**config.mk**
```make
export PLATFORM = sky130hd
export DESIGN_NAME = dbgp_port
export DESIGN_NICKNAME = d
export VERILOG_FILES = /design/src/rtl/dbgp_pkg.sv /design/src/rtl/dbgp_port.sv
export VERILOG_INCLUDE_DIRS = /design/src /design/src/rtl
export SDC_FILE = /design/constraint.sdc
export NUM_CORES = 1
export LEC_CHECK = 0
export BUFFER_PORTS_ARGS = -buffer_cell sky130_fd_sc_hd__buf_4
export CAP_MARGIN = 25
export CORE_MARGIN = 8
export CORE_UTILIZATION = 45
export DETAILED_ROUTE_END_ITERATION = 6
export PLACE_DENSITY_LB_ADDON = 0.25
export SLEW_MARGIN = 10
export SYNTH_ARGS = -nofsm -noshare
export SYNTH_HDL_FRONTEND = slang
export SYNTH_SLANG_ARGS = --single-unit
```
**constraint.sdc**
```tcl
create_clock -name clk_in -period 6.05 [get_ports clk_in]
set_clock_uncertainty 0.05 [all_clocks]
set_input_delay 1.21 -clock clk_in [delete_from_list [all_inputs] [get_ports clk_in]]
set_output_delay 1.21 -clock clk_in [all_outputs]
set_load 0.05 [all_outputs]
```
**src/rtl/dbgp_regs.svh**
```systemverilog
// How it works
// - status bit 5 is high while any flash read, write or erase runs
// - status bit 3 is one when a halt command from the port stopped the cpu
// - status bit 2 is one when the pc hit the last breakpoint address
// - status bit 1 is one when a software break instruction stopped the cpu
// - status bit 0 is one only while the cpu runs freely
// - all three halt cause flags clear when free running starts
// - port is open or closed; open must come before anything else
// - while closed, every frame except open is ignored
// - init_fuse_override_cmd operand becomes a fuse word override until the next full reset
// - debug reset keeps clock selection and halts like the halt command
// - full reset resets chip, drops override, closes port, runs from vector
// - answer frame is done bit, echoed opcode, sixteen bit return value
// - opcode 0001000 loads and returns the pointer upper word
// - opcode 0001001 loads and returns the pointer lower word
// - opcode 0011001 raises debug interrupt only if the cpu was running, stops watchdog, returns status and w
// - opcode 0010011 erases when halted and not busy; config too if bit 16, unprotected, blank
// - erase_everything_cmd lasts about 200 ms with the busy flag held
// - opcode 0111110 closes the port and returns the status word
// - first answer after opening is 0x800000
// - when halted the cpu stalls on no-ops without moving the pc
`ifndef DBGP_REGS_SVH
`define DBGP_REGS_SVH
// ****************************************
// status word fields
// ****************************************
`define DBGP_ST_RUN 0
`define DBGP_ST_SBRK 1
`define DBGP_ST_HBRK 2
`define DBGP_ST_CBRK 3
`define DBGP_ST_BUSY 5
// ****************************************
// frame layout and opcodes
// ****************************************
`define DBGP_LAST_BIT 5'h17
`define DBGP_ACK_FIRST 24'h800000
`define DBGP_PTR_CFG_BIT 16
`define DBGP_OP_LOAD_POINTER_UPPER_CMD 7'h08
`define DBGP_OP_LOAD_POINTER_LOWER_CMD 7'h09
`define DBGP_OP_BREAK 7'h19
`define DBGP_OP_ERASE 7'h13
`define DBGP_OP_CLOSE 7'h3e
`define DBGP_OP_DBG_RESET 7'h07
`define DBGP_OP_OPEN 7'h7a
`define DBGP_OP_INIT 7'h70
`define DBGP_OP_RESET_ALL 7'h0f
`define DBGP_OP_SET_BREAKPOINT_CMD 7'h18
`define DBGP_OP_RUN 7'h1b
// ****************************************
// timing
// ****************************************
`define DBGP_ERASE_MS 200
`define DBGP_CLK_KHZ 20000
`endif

```
**src/rtl/dbgp_pkg.sv**
```systemverilog
package dbgp_pkg;
  // cpu execution mode, gray along run-halt
  typedef enum logic [1:0] {
    DBGP_RUN = 2'h0,
    DBGP_HALT = 2'h1
  } dbgp_mode_t;
  typedef logic [23:0] dbgp_frame_t;
endpackage : dbgp_pkg

```
**src/rtl/dbgp_port.sv**
```systemverilog
`timescale 1ns/100ps
`include "dbgp_regs.svh"
module dbgp_port #(
  parameter int ERASE_CYCLES = `DBGP_ERASE_MS * `DBGP_CLK_KHZ
) (
  input wire logic clk_in,
  input wire logic resetn_in,
  input wire logic link_serial_clock_in,
  input wire logic link_select_n_in,
  input wire logic link_data_in,
  output logic link_data_out,
  input wire logic [15:0] cpu_pc_in,
  input wire logic [7:0] cpu_status_in,
  input wire logic [7:0] cpu_w_in,
  input wire logic cpu_sw_break_in,
  input wire logic flash_busy_in,
  input wire logic flash_blank_in,
  input wire logic code_protect_n_in,
  output logic [15:0] debug_port_status_out,
  output logic cpu_halt_out,
  output logic debug_irq_out,
  output logic watchdog_suspend_out,
  output logic [15:0] fuse_override_out,
  output logic fuse_override_en_out,
  output logic chip_reset_out,
  output logic cpu_reset_out,
  output logic erase_start_out,
  output logic erase_config_out,
  output logic port_open_out,
  output logic [31:0] addr_pointer_out
);
  import dbgp_pkg::*;

  localparam int CNT_W = $clog2(ERASE_CYCLES + 1);

  // elaboration check on the erase length
  if (ERASE_CYCLES < 1) begin : g_chk
    $error("ERASE_CYCLES must be at least one");
  end

  // ****************************************
  // link synchronisers
  // ****************************************
  logic sck_m, sck_s, sck_d;
  logic sel_m, sel_s, sel_d;
  logic dat_m, dat_s;

  // two flops per pin, third only for edges
  always_ff @(posedge clk_in) begin
    if (!resetn_in) begin
      sck_m <= 1'b0;
      sck_s <= 1'b0;
      sck_d <= 1'b0;
      sel_m <= 1'b1;
      sel_s <= 1'b1;
      sel_d <= 1'b1;
      dat_m <= 1'b0;
      dat_s <= 1'b0;
    end else begin
      sck_m <= link_serial_clock_in;
      sck_s <= sck_m;
      sck_d <= sck_s;
      sel_m <= link_select_n_in;
      sel_s <= sel_m;
      sel_d <= sel_s;
      dat_m <= link_data_in;
      dat_s <= dat_m;
    end
  end

  // edge and select decode
  wire sck_rise = sck_s & ~sck_d;
  wire sck_fall = ~sck_s & sck_d;
  wire selected = ~sel_s;
  wire sel_start = ~sel_s & sel_d;

  // ****************************************
  // frame shifter
  // ****************************************
  logic [22:0] rx;
  logic [23:0] tx;
  logic [4:0] bit_cnt;
  dbgp_frame_t ack_word;
  logic port_open;
  dbgp_mode_t mode;
  dbgp_mode_t next_mode;

  wire frame_done = selected & sck_rise & (bit_cnt == `DBGP_LAST_BIT);
  wire [23:0] frame_word = {rx, dat_s};
  wire [6:0] op = frame_word[22:16];
  wire [15:0] operand = frame_word[15:0];

  // receive on rising, send on falling link clock
  always_ff @(posedge clk_in) begin
    if (!resetn_in) begin
      rx <= 23'h0;
      tx <= 24'h0;
      bit_cnt <= 5'h0;
      link_data_out <= 1'b0;
    end else if (!selected) begin
      bit_cnt <= 5'h0;
      link_data_out <= 1'b0;
    end else if (sel_start) begin
      tx <= {ack_word[22:0], 1'b0};
      link_data_out <= ack_word[23];
      bit_cnt <= 5'h0;
    end else if (sck_rise) begin
      rx <= frame_word[22:0];
      bit_cnt <= frame_done ? 5'h0 : bit_cnt + 5'h01;
    end else if (sck_fall) begin
      link_data_out <= tx[23];
      tx <= {tx[22:0], 1'b0};
    end
  end

  // ****************************************
  // command decode
  // ****************************************
  // zero msb required
  wire frame_ok = frame_done & ~frame_word[23];
  wire cmd_open = frame_ok & (op == `DBGP_OP_OPEN);
  wire act = frame_ok & port_open;
  wire running = (mode == DBGP_RUN);
  wire halted = (mode == DBGP_HALT);
  wire is_hi = act & (op == `DBGP_OP_LOAD_POINTER_UPPER_CMD);
  wire is_lo = act & (op == `DBGP_OP_LOAD_POINTER_LOWER_CMD);
  wire is_break = act & (op == `DBGP_OP_BREAK);
  wire is_erase = act & (op == `DBGP_OP_ERASE);
  wire is_close = act & (op == `DBGP_OP_CLOSE);
  wire is_dreset = act & (op == `DBGP_OP_DBG_RESET);
  wire is_init = act & (op == `DBGP_OP_INIT);
  wire is_rall = act & (op == `DBGP_OP_RESET_ALL);
  wire is_bkpt = act & (op == `DBGP_OP_SET_BREAKPOINT_CMD);
  wire is_run = act & (op == `DBGP_OP_RUN);

  logic [CNT_W-1:0] erase_cnt;
  logic [31:0] addr_ptr;
  logic [15:0] bkpt_addr;
  logic bkpt_en;
  logic flag_cmd, flag_bkpt, flag_sw;
  logic [15:0] next_status;

  // busy from erase timer or flash
  wire busy = (erase_cnt != '0) | flash_busy_in;
  wire do_break = is_break | is_dreset | is_init;
  wire bkpt_hit = running & bkpt_en & (cpu_pc_in == bkpt_addr);
  wire sw_hit = running & cpu_sw_break_in;
  wire run_entry = (next_mode == DBGP_RUN) & halted;
  wire erase_go = is_erase & halted & ~busy;
  wire erase_cfg = addr_ptr[`DBGP_PTR_CFG_BIT] & code_protect_n_in & flash_blank_in;
  wire ret_cpu = is_break | is_erase | is_dreset | is_run;

  wire [15:0] ret = (is_hi | is_lo) ? operand :
                    is_close ? next_status :
                    ret_cpu ? {cpu_status_in, cpu_w_in} : 16'h0;

  // ****************************************
  // cpu mode machine
  // ****************************************
  // full reset or run command runs, any break cause halts, mode holds otherwise
  always_comb begin
    next_mode = mode;
    case (mode)
      DBGP_RUN: begin
        if (is_rall) begin
          next_mode = DBGP_RUN;
        end else if (do_break | bkpt_hit | sw_hit) begin
          next_mode = DBGP_HALT;
        end
      end
      DBGP_HALT: begin
        if (is_rall | is_run) begin
          next_mode = DBGP_RUN;
        end
      end
      default: next_mode = DBGP_HALT;
    endcase
  end

  // status word build
  always_comb begin
    next_status = 16'h0;
    next_status[`DBGP_ST_BUSY] = busy;
    next_status[`DBGP_ST_CBRK] = flag_cmd;
    next_status[`DBGP_ST_HBRK] = flag_bkpt;
    next_status[`DBGP_ST_SBRK] = flag_sw;
    next_status[`DBGP_ST_RUN] = running;
  end

  // mode, port state and flags
  always_ff @(posedge clk_in) begin
    if (!resetn_in) begin
      mode <= DBGP_RUN;
      port_open <= 1'b0;
      flag_cmd <= 1'b0;
      flag_bkpt <= 1'b0;
      flag_sw <= 1'b0;
    end else begin
      mode <= next_mode;
      if (is_close | is_rall) begin
        port_open <= 1'b0;
      end else if (cmd_open) begin
        port_open <= 1'b1;
      end
      if (run_entry | is_rall) begin
        flag_cmd <= 1'b0;
        flag_bkpt <= 1'b0;
        flag_sw <= 1'b0;
      end else begin
        flag_cmd <= flag_cmd | do_break;
        flag_bkpt <= flag_bkpt | bkpt_hit;
        flag_sw <= flag_sw | sw_hit;
      end
    end
  end

  // pointer, breakpoint, override, ack
  always_ff @(posedge clk_in) begin
    if (!resetn_in) begin
      addr_ptr <= 32'h0;
      bkpt_addr <= 16'h0;
      bkpt_en <= 1'b0;
      fuse_override_out <= 16'h0;
      fuse_override_en_out <= 1'b0;
      ack_word <= 24'h0;
    end else begin
      if (is_hi) begin
        addr_ptr[31:16] <= operand;
      end
      if (is_lo) begin
        addr_ptr[15:0] <= operand;
      end
      if (is_bkpt) begin
        bkpt_addr <= operand;
        bkpt_en <= 1'b1;
      end else if (is_rall) begin
        bkpt_en <= 1'b0;
      end
      if (is_init) begin
        fuse_override_out <= operand;
        fuse_override_en_out <= 1'b1;
      end else if (is_rall) begin
        fuse_override_en_out <= 1'b0;
      end
      if (cmd_open & ~port_open) begin
        ack_word <= `DBGP_ACK_FIRST;
      end else if (act) begin
        ack_word <= {1'b1, op, ret};
      end
    end
  end

  always_ff @(posedge clk_in) begin
    if (!resetn_in) begin
      erase_cnt <= '0;
    end else if (erase_go) begin
      erase_cnt <= CNT_W'(ERASE_CYCLES);
    end else if (erase_cnt != '0) begin
      erase_cnt <= erase_cnt - CNT_W'(1);
    end
  end

  // ****************************************
  // registered outputs
  // ****************************************
  always_ff @(posedge clk_in) begin
    if (!resetn_in) begin
      debug_port_status_out <= 16'h0;
      cpu_halt_out <= 1'b0;
      debug_irq_out <= 1'b0;
      watchdog_suspend_out <= 1'b0;
      chip_reset_out <= 1'b0;
      cpu_reset_out <= 1'b0;
      erase_start_out <= 1'b0;
      erase_config_out <= 1'b0;
      port_open_out <= 1'b0;
      addr_pointer_out <= 32'h0;
    end else begin
      debug_port_status_out <= next_status;
      cpu_halt_out <= (next_mode == DBGP_HALT);
      debug_irq_out <= do_break & running;
      watchdog_suspend_out <= (next_mode == DBGP_HALT) & port_open;
      chip_reset_out <= is_rall;
      cpu_reset_out <= is_dreset;
      erase_start_out <= erase_go;
      erase_config_out <= erase_go & erase_cfg;
      port_open_out <= port_open;
      addr_pointer_out <= addr_ptr;
    end
  end
endmodule : dbgp_port

```
# Word level (Yosys, flattened, before mapping)
# Cells that the tools add are included.
[word_totals]
reg_bits = 235
out_inout_bits = 74
[classes]
n_addsub = 2
n_eq_ne = 16
n_mux = 21
bitwise_logic = 53
n_reduce_logical = 17
[ops]
columns = ["cell", "count"]
rows = [
  ["two-way mux 24 bit", 5],
  ["two-way mux 16 bit", 3],
  ["two-way mux 22 bit", 2],
  ["AND 1 bit", 30],
  ["== test 7 x 5 -> 1 bit (second input constant)", 4],
  ["nonzero test 22 bit", 1],
  ["subtractor 22 x 1 -> 22 bit (second input constant)", 1],
  ["== test 7 x 4 -> 1 bit (second input constant)", 3],
  ["== test 16 bit", 1],
  ["OR 1 bit", 15],
  ["== test 7 bit (second input constant)", 2],
  ["nonzero test 2 bit", 5],
  ["OR reduction 2 bit", 5],
  ["NOT 1 bit", 8],
  ["== test 7 x 3 -> 1 bit (second input constant)", 1],
  ["== test 7 x 6 -> 1 bit (second input constant)", 1],
  ["two-way mux 1 bit", 6],
  ["two-way mux 2 bit", 3],
  ["AND reduction 3 bit", 2],
  ["adder 5 x 1 -> 5 bit (second input constant)", 1],
  ["== test 5 bit (second input constant)", 1],
  ["two-way mux 5 bit", 1],
  ["== test 2 x 1 -> 1 bit (second input constant)", 2],
  ["logical NOT 2 bit", 2],
  ["other kinds (4)", 4],
]

# Logic depth before layout (Yosys ltp)
# Gate-level depths: netlist of the first run.
[depth]
depth_word = 18
depth_mapped = 10

# Worst setup path after synthesis of the first run
# Ideal clock, no wire load.
[synth_path]
kind = "register to register"
from = "register erase_cnt[6]"
to = "register erase_cnt[0]"
setup_time_ns = 0.115
arrival_time_ns = 2.288
required_ns = 5.885
setup_slack_ns = 3.597
path_stages_with_launch = 10
path_buffers = 3
synth_period_minus_slack_ns = 2.453
path_cell_list = "dfxtp_1 > or4_1 > buf_2 > or4_4 > buf_6 > nor3_4 > nand4_4 > nand2_4 > buf_8 > nor2_1"
[synth_between]
elab_chain_len = 5
[synth_lines]
columns = ["element", "line_no", "source"]
rows = [
  ["from (decl)", "dbgp_port.sv:136", "logic [CNT_W-1:0] erase_cnt;"],
  ["from (signal assigned)", "dbgp_port.sv:257", "erase_cnt <= CNT_W'(ERASE_CYCLES);"],
  ["from (signal assigned)", "dbgp_port.sv:259", "erase_cnt <= erase_cnt - CNT_W'(1);"],
  ["nonzero test 22 bit (*)", "dbgp_port.sv:144, dbgp_port.sv:258", ""],
  ["OR 1 bit", "dbgp_port.sv:144", "wire busy = (erase_cnt != '0) | flash_busy_in;"],
  ["NOT 1 bit", "dbgp_port.sv:149", "wire erase_go = is_erase & halted & ~busy;"],
  ["AND 1 bit", "dbgp_port.sv:149", ""],
  ["OR reduction 2 bit (no line)", "-", ""],
]
# Every way passes the cells marked *; elsewhere a longest branch is shown, timed or not.
# A chain may end at the register's enable or synchronous reset.

# Worst setup path in the final report of the first run
[layout_path]
from = "register sel_s"
to = "register addr_ptr[18]"
[layout_between]
elab_chain_len = 6
[layout_lines]
columns = ["element", "line_no", "source"]
rows = [
  ["from (decl)", "dbgp_port.sv:45", "logic sel_m, sel_s, sel_d;"],
  ["from (signal assigned)", "dbgp_port.sv:64", "sel_s <= sel_m;"],
  ["NOT 1 bit (no line)", "-", ""],
  ["AND 1 bit (2 in a row)", "dbgp_port.sv:88", "wire frame_done = selected & sck_rise & (bit_cnt == `DBGP_LAST_BIT);"],
  ["AND 1 bit", "dbgp_port.sv:120", "wire frame_ok = frame_done & ~frame_word[23];"],
  ["AND 1 bit", "dbgp_port.sv:122", "wire act = frame_ok & port_open;"],
  ["AND 1 bit", "dbgp_port.sv:125", "wire is_hi = act & (op == `DBGP_OP_LOAD_POINTER_UPPER_CMD);"],
  ["to (signal assigned)", "dbgp_port.sv:228", "addr_ptr[31:16] <= operand;"],
  ["to (decl)", "dbgp_port.sv:137", "logic [31:0] addr_ptr;"],
]
# No other way between the ends.

==> flow_summary_export.csv, run 1 <==
group,metric,value,unit
status,status,"finished, final reports clean",
global_route,antenna_found_initial,0,
layout,num-fill-cells,1712,
sta,max_slew.worst_pin.slew,903,ps
logic_synthesis,synth.distinct_cells,58,
detailed_routing,via_per_inst,5.32,
worst_setup_path,path_max_fanout,16,
logic_synthesis,ys_seq_elements,223,
cts,clock-root-buffer,"clkbuf_16",
cts,clockBufferDepth,3,
worst_setup_path,startpoint_type,"register",
place,hpwlAfterDp,14600,um
worst_setup_path,critical_path_class,"register to register",
sta,grt_setup_unrepaired,"no",
layout,fin_nets,1099,
min_path,hold_start,"addr_ptr[16]",
floorplan,die_h,154,um
worst_setup_path,cp.arrival,3520,ps
worst_setup_path,rrSetupSlack,2820,ps
layout,num_antenna_cells,0,
detailed_routing,drt_wl_total,21900,um
cts,cts-buffers-inserted,24,
place,placed_area,9430,um2
worst_setup_path,reg2reg_to,"addr_ptr[18]",
power_and_ir_drop,comb_power_share,0.152,
power_and_ir_drop,max-vdd-ir-drop,0.272,mV
power_and_ir_drop,internal_power,2.75,mW
logic_synthesis,yosysMostFrequentCell,"dfxtp_1",
logic_synthesis,synth_common_cells,"dfxtp_1 (223), nand2_1 (206), a21oi_1 (114)",
detailed_routing,top_layer_used,"met4",
global_route,grt_pass1_wl,35000,um
power_and_ir_drop,power_density,362,nW/um2
sta,setup_tns,0,ps
logic_synthesis,yosys_warnings,0,
floorplan,initial_core_util,0.459,
detailed_routing,drtPass1Iterations,5,
layout,areaGrowthSynthToFinish,19.8,%
cts,clock_latency,510,ps
cts,cts_num_sinks,223,
power_and_ir_drop,clkPwrFrac,0.416,
cts,cts_tree,"done",
detailed_routing,dr_wl_met2,10200,um
detailed_routing,wl_per_cell,16.8,um
power_and_ir_drop,p_leak,3.88,nW
worst_setup_path,timing.rr.start,"sel_s",
worst_setup_path,required,6340,ps
layout,drive_gt1_frac,0.158,
cts,post-cts-setup-buffers,0,
cts,cts.clk_slew.worst_paths,60,ps
floorplan,die-area,23700,um2
detailed_routing,wl_met3,1340,um
sta,setup_viol,0,
power_and_ir_drop,switching_share,0.262,
logic_synthesis,ys.flop_type,"dfxtp_1",
detailed_routing,wl_met1,10000,um
worst_setup_path,end_kind,"register",
min_path,hp-class,"register to register",
global_route,grt_max_degree,78,
power_and_ir_drop,p_sw,0.977,mW
place,place.gp.congestion,0.814,
floorplan,core,18700,um2
logic_synthesis,synth-edff-count,0,
floorplan,num_rows,50,
global_route,track_usage,0.178,
layout,fin_util,0.550,
sta,hold_viol,0,
worst_setup_path,crit_chain,"nor3b_1 -> nand3_1 -> nor4_1 -> nand2b_1 -> nand2_1 -> a21oi_1",
cts,cts_htree_levels,1,
floorplan,dieWidth,154,um
sta,fmax,310,MHz
detailed_routing,drt_iter0_drc,589,
detailed_routing,drtAntennaViolNets,0,
logic_synthesis,synth_area_leader_cell,"dfxtp_1",
power_and_ir_drop,seqPwrFrac,0.432,
detailed_routing,drc,0,
place,numPortBuffers,103,
global_route,grt_pass1_vias,6562,
floorplan,ios,115,
worst_setup_path,max_stage_delay,660,ps
logic_synthesis,synth_area_leaders,"dfxtp_1 (52%), nand2_1 (9.0%), a21oi_1 (6.6%), and2_1 (3.4%), nor2_1 (3.3%)",
logic_synthesis,synth.top_cell.area_share,0.520,
logic_synthesis,async_flop_share,0,
sta,fin_crit_sh,0.533,
sta,max-slew-margin-rel,0.392,
power_and_ir_drop,p_total,3.72,mW
logic_synthesis,syn_area,8580,um2
cts,ctsHoldBuffers,0,
min_path,min_to,"addr_ptr[16]",
global_route,overflow,0,
detailed_routing,via_count,6947,
sta,min_period,3230,ps
logic_synthesis,avgSynthCellArea,8.72,um2
logic_synthesis,synth_cells,984,
min_path,holdPathStages,2,
worst_setup_path,worst-r2r-cell-count,6,
sta,hold_ws,396,ps
layout,final_cell_area,10300,um2
logic_synthesis,ys_seq_area_frac,0.520,
cts,cts-resized-gates,0,
worst_setup_path,critical_path.slowest_cell,"nor4_1",
sta,slew_violations,0,
job,drv_cap,0,
-- cell type report --
| type | count | area (um2) | area share |
|---|---|---|---|
| Clock buffer | 36 | 737 | 0.0717 |
| Clock inverter | 6 | 115 | 0.0112 |
| Inverter | 9 | 35.0 | 0.00341 |
| Multi-Input combinational cell | 686 | 3790 | 0.369 |
| Sequential cell | 223 | 4460 | 0.434 |
| Tap cell | 234 | 293 | 0.0285 |
| Timing Repair Buffer | 112 | 841 | 0.0818 |
-- sequential cells by signal (all words and copies together), names as in the netlist, 2 cells and up --
| signal | flops |
|---|---|
| addr_pointer_out | 32 |
| addr_ptr | 32 |
| ack_word | 24 |
| rx | 23 |
| tx | 23 |
| erase_cnt | 22 |
| bkpt_addr | 16 |
| fuse_override_out | 16 |
| bit_cnt | 5 |
| debug_port_status_out | 5 |
| mode | 2 |
-- power by group through the flow --
stage                     clock (mW)  sequential (mW)  combinational (mW)
after floorplan                    0             1.63               0.482
after CTS                       1.58             1.61               0.568
after detailed placement           0             1.64               0.566
after global placement             0             1.64               0.558
final                           1.55             1.61               0.564
after global routing            1.64             1.62               0.628
-- layout by cell type (no fill, tap or decap), types with 13 or more instances in the layout --
cell type	instances
mux2i_1	24
o21ai_0	13
nor2_1	74
buf_4	112
nand2_1	206
and2_1	46
nor3_1	21
a211oi_1	25
dfxtp_1	223
xnor2_1	25
a21oi_1	114
clkbuf_16	25
-- cell families (layout without fill, tap and decap cells) --
group | Yosys count | after routing | share of synthesized area
AO/OA/AOI/OAI | 188 | 188 | 0.133
flip-flops | 223 | 223 | 0.520
AND/OR/NAND/NOR | 426 | 426 | 0.235
multiplexers | 26 | 26 | 0.0306
XOR/XNOR | 32 | 32 | 0.0327
adder cells (fa/ha/maj) | 2 | 2 | 0.00291
other | 1 | 12 | 0.000437
buffers and inverters | 86 | 163 | 0.0452
-- how the worst max path moves through the flow --
stage                   endpoint  slack (ps)          from
floorplan           erase_cnt[0]        3600  erase_cnt[6]
global placement          tx[23]        2720     resetn_in
detailed placement         tx[7]        2670     resetn_in
CTS                 addr_ptr[18]        2850     port_open
global route        bkpt_addr[8]        2510         sel_s
finish              addr_ptr[18]        2820         sel_s
-- routing by layer --
metal,vias to the layer above,GRT usage
met3,27,0.0353
li1,3473,-
met1,3250,0.241
met5,-,0
met4,0,0.0462
met2,197,0.285
-- metrics by stage --
step | std cells | setup slack, ps
2_1_floorplan | 995 | 3600
5_1_grt | 1306 | 2510
6_report | 1306 | 2820
4_1_cts | 1306 | 2850
3_3_place_gp | 1264 | 2720
3_5_place_dp | 1264 | 2670
-- critical path: cells and delay by family, from the launching register on --
family	cells	cell delay, ps
AND/OR/NAND/NOR	5	2520
AO/OA/AOI/OAI	1	90
flip-flops	1	400
(Power assumes the default switching activity.)
==> run 2, diff against run 1 <==
==> constraint.sdc (replaced) <==
create_clock -name clk_in -period 2.7 [get_ports clk_in]
set_clock_uncertainty 0.05 [all_clocks]
set_input_delay 0.54 -clock clk_in [delete_from_list [all_inputs] [get_ports clk_in]]
set_output_delay 0.54 -clock clk_in [all_outputs]
set_load 0.05 [all_outputs]
==> flow_summary_export.csv, run 2 (synthesis results as in run 1) <==
group,metric,value,unit
layout,final_cells,1329,
global_route,overflow,0,
worst_setup_path,critical_path.slowest_cell,"or4_4",
sta,max-slew-margin-rel,0.443,
detailed_routing,drtAntennaViolNets,0,
layout,largestRegisters,"addr_pointer_out (32), addr_ptr (32), ack_word (24)",
floorplan,core,18700,um2
sta,slew_violations,0,
worst_setup_path,crit_path_start,"erase_cnt[0]",
sta,setup_viol,0,
worst_setup_path,crit_chain,"inv_1 -> ha_1 -> or3b_2 -> or4_4 -> or3_1 -> o21ai_0 -> a21oi_1",
detailed_routing,wl_per_cell,16.7,um
cts,clock-root-buffer,"clkbuf_16",
global_route,busiest_layer,"met2",
sta,min_period,2550,ps
cts,clockBufferDepth,3,
floorplan,die-area,23700,um2
global_route,track_usage,0.183,
floorplan,num_rows,50,
layout,final_cell_mix,"dfxtp_1 (223), nand2_1 (206), buf_4 (133), a21oi_1 (114), nor2_1 (74)",
worst_setup_path,crit_cells,7,
place,hpwlAfterDp,15000,um
global_route,grt_pass1_vias,6694,
place,numPortBuffers,103,
detailed_routing,drt_wl_total,22200,um
cts,cts_num_sinks,223,
job,drv_cap,0,
worst_setup_path,end_kind,"register",
cts,ctsHoldBuffers,0,
global_route,use_met1,0.246,
cts,cts_htree_levels,1,
floorplan,initial_core_util,0.459,
global_route,antenna_found_initial,0,
worst_setup_path,rrSetupSlack,150,ps
cts,cts-buffers-inserted,23,
min_path,hp-class,"primary input to register",
sta,fmax,392,MHz
global_route,grt_pass1_wl,35800,um
worst_setup_path,required,3030,ps
global_route,grt_max_degree,45,
sta,fin_crit_sh,0.944,
worst_setup_path,worst-r2r-cell-count,7,
detailed_routing,drt_iter0_drc,662,
power_and_ir_drop,power_density,784,nW/um2
worst_setup_path,cp.buffers_inverters,1,
floorplan,die_h,154,um
worst_setup_path,timing.rr.start,"erase_cnt[0]",
worst_setup_path,startpoint_type,"register",
sta,setup_tns,0,ps
power_and_ir_drop,p_leak,3.97,nW
detailed_routing,drc,0,
place,place.gp.congestion,0.896,
worst_setup_path,path_max_fanout,7,
global_route,grtUsageMet3,0.0345,
place,place_inst,1286,
layout,fin_nets,1122,
sta,grt_setup_unrepaired,"no",
cts,clock_latency,510,ps
worst_setup_path,max_stage_delay,510,ps
status,status,"finished, final reports clean",
global_route,use_met2,0.294,
power_and_ir_drop,p_total,8.16,mW
floorplan,ios,115,
worst_setup_path,reg2reg_to,"ack_word[5]",
detailed_routing,via_per_inst,5.26,
layout,layout_commonest_cell,"dfxtp_1",
sta,max_slew.worst_pin.slew,836,ps
power_and_ir_drop,max-vdd-ir-drop,0.511,mV
cts,cts.clk_slew.worst_paths,60,ps
layout,drive_gt1_frac,0.174,
layout,num_antenna_cells,0,
sta,hold_viol,0,
cts,cts_tree,"done",
worst_setup_path,critical_path_class,"register to register",
layout,areaGrowthSynthToFinish,21.3,%
detailed_routing,via_count,6985,
worst_setup_path,path_delay_family,"simple AND/OR/NAND/NOR gates",
worst_setup_path,crit_path_end,"ack_word[5]",
worst_setup_path,cp.arrival,2880,ps
detailed_routing,drtPass1Iterations,7,
floorplan,dieWidth,154,um
==> run 2: changes by cell type in the layout (fill, tap and decap cells not counted), moves of 2 or more <==
cell / previous run / this run
buf_12: 0 / 3
buf_4: 112 / 133
clkbuf_1: 4 / 7
clkbuf_16: 25 / 23
clkbuf_8: 7 / 3
clkinv_2: 2 / 4
==> run 2: layout make-up <==
type / instances / area, um2
timing repair buffer: 136 / 1060
tap: 234 / 293
sequential: 223 / 4460
clock inverter: 8 / 121
inverter: 9 / 35.0
multi-input combinational: 686 / 3800
clock buffer: 33 / 643
fill: 1710 / 8290
==> run 2: routing by layer <==
layer / share of wire / up-vias
li1: - / 3528
met1: 0.47 / 3238
met2: 0.46 / 192
met3: 0.053 / 27
met4: 0.019 / 0
met5: 0 / -
==> run 2: per-stage QoR <==
step	hold slack, ps	setup slack [ps]	utilization	instance area (um2)
floorplan	336	247	-	8620
global placement	371	221	0.514	9620
detailed placement	370	124	0.514	9620
CTS	163	120	0.555	10400
global route	172	0.438	0.557	10400
finish	172	150	0.557	10400
==> run 2: power breakdown <==
| part | total (mW) | switching, mW | internal (mW) |
|---|---|---|---|
| Sequential | 3.61 | 0.154 | 3.45 |
| Combinational | 1.34 | 0.756 | 0.586 |
| Clock | 3.21 | 1.27 | 1.94 |
==> run 2: how the worst min path moves through the flow <==
stage                           from  endpoint  cells after the start  slack (ps)
floorplan                      sel_m     sel_s                      1         340
global placement               dat_m     dat_s                      1         370
detailed placement             dat_m     dat_s                      1         370
CTS                 link_select_n_in     sel_m                      2         160
global route        link_select_n_in     sel_m                      2         170
finish              link_select_n_in     sel_m                      2         170
==> run 2: repair_timing <==
action | CTS | global route
setup endpoints to repair | 0 | 24
gates resized for setup | 0 | 2
buffers inserted | 0 | 2
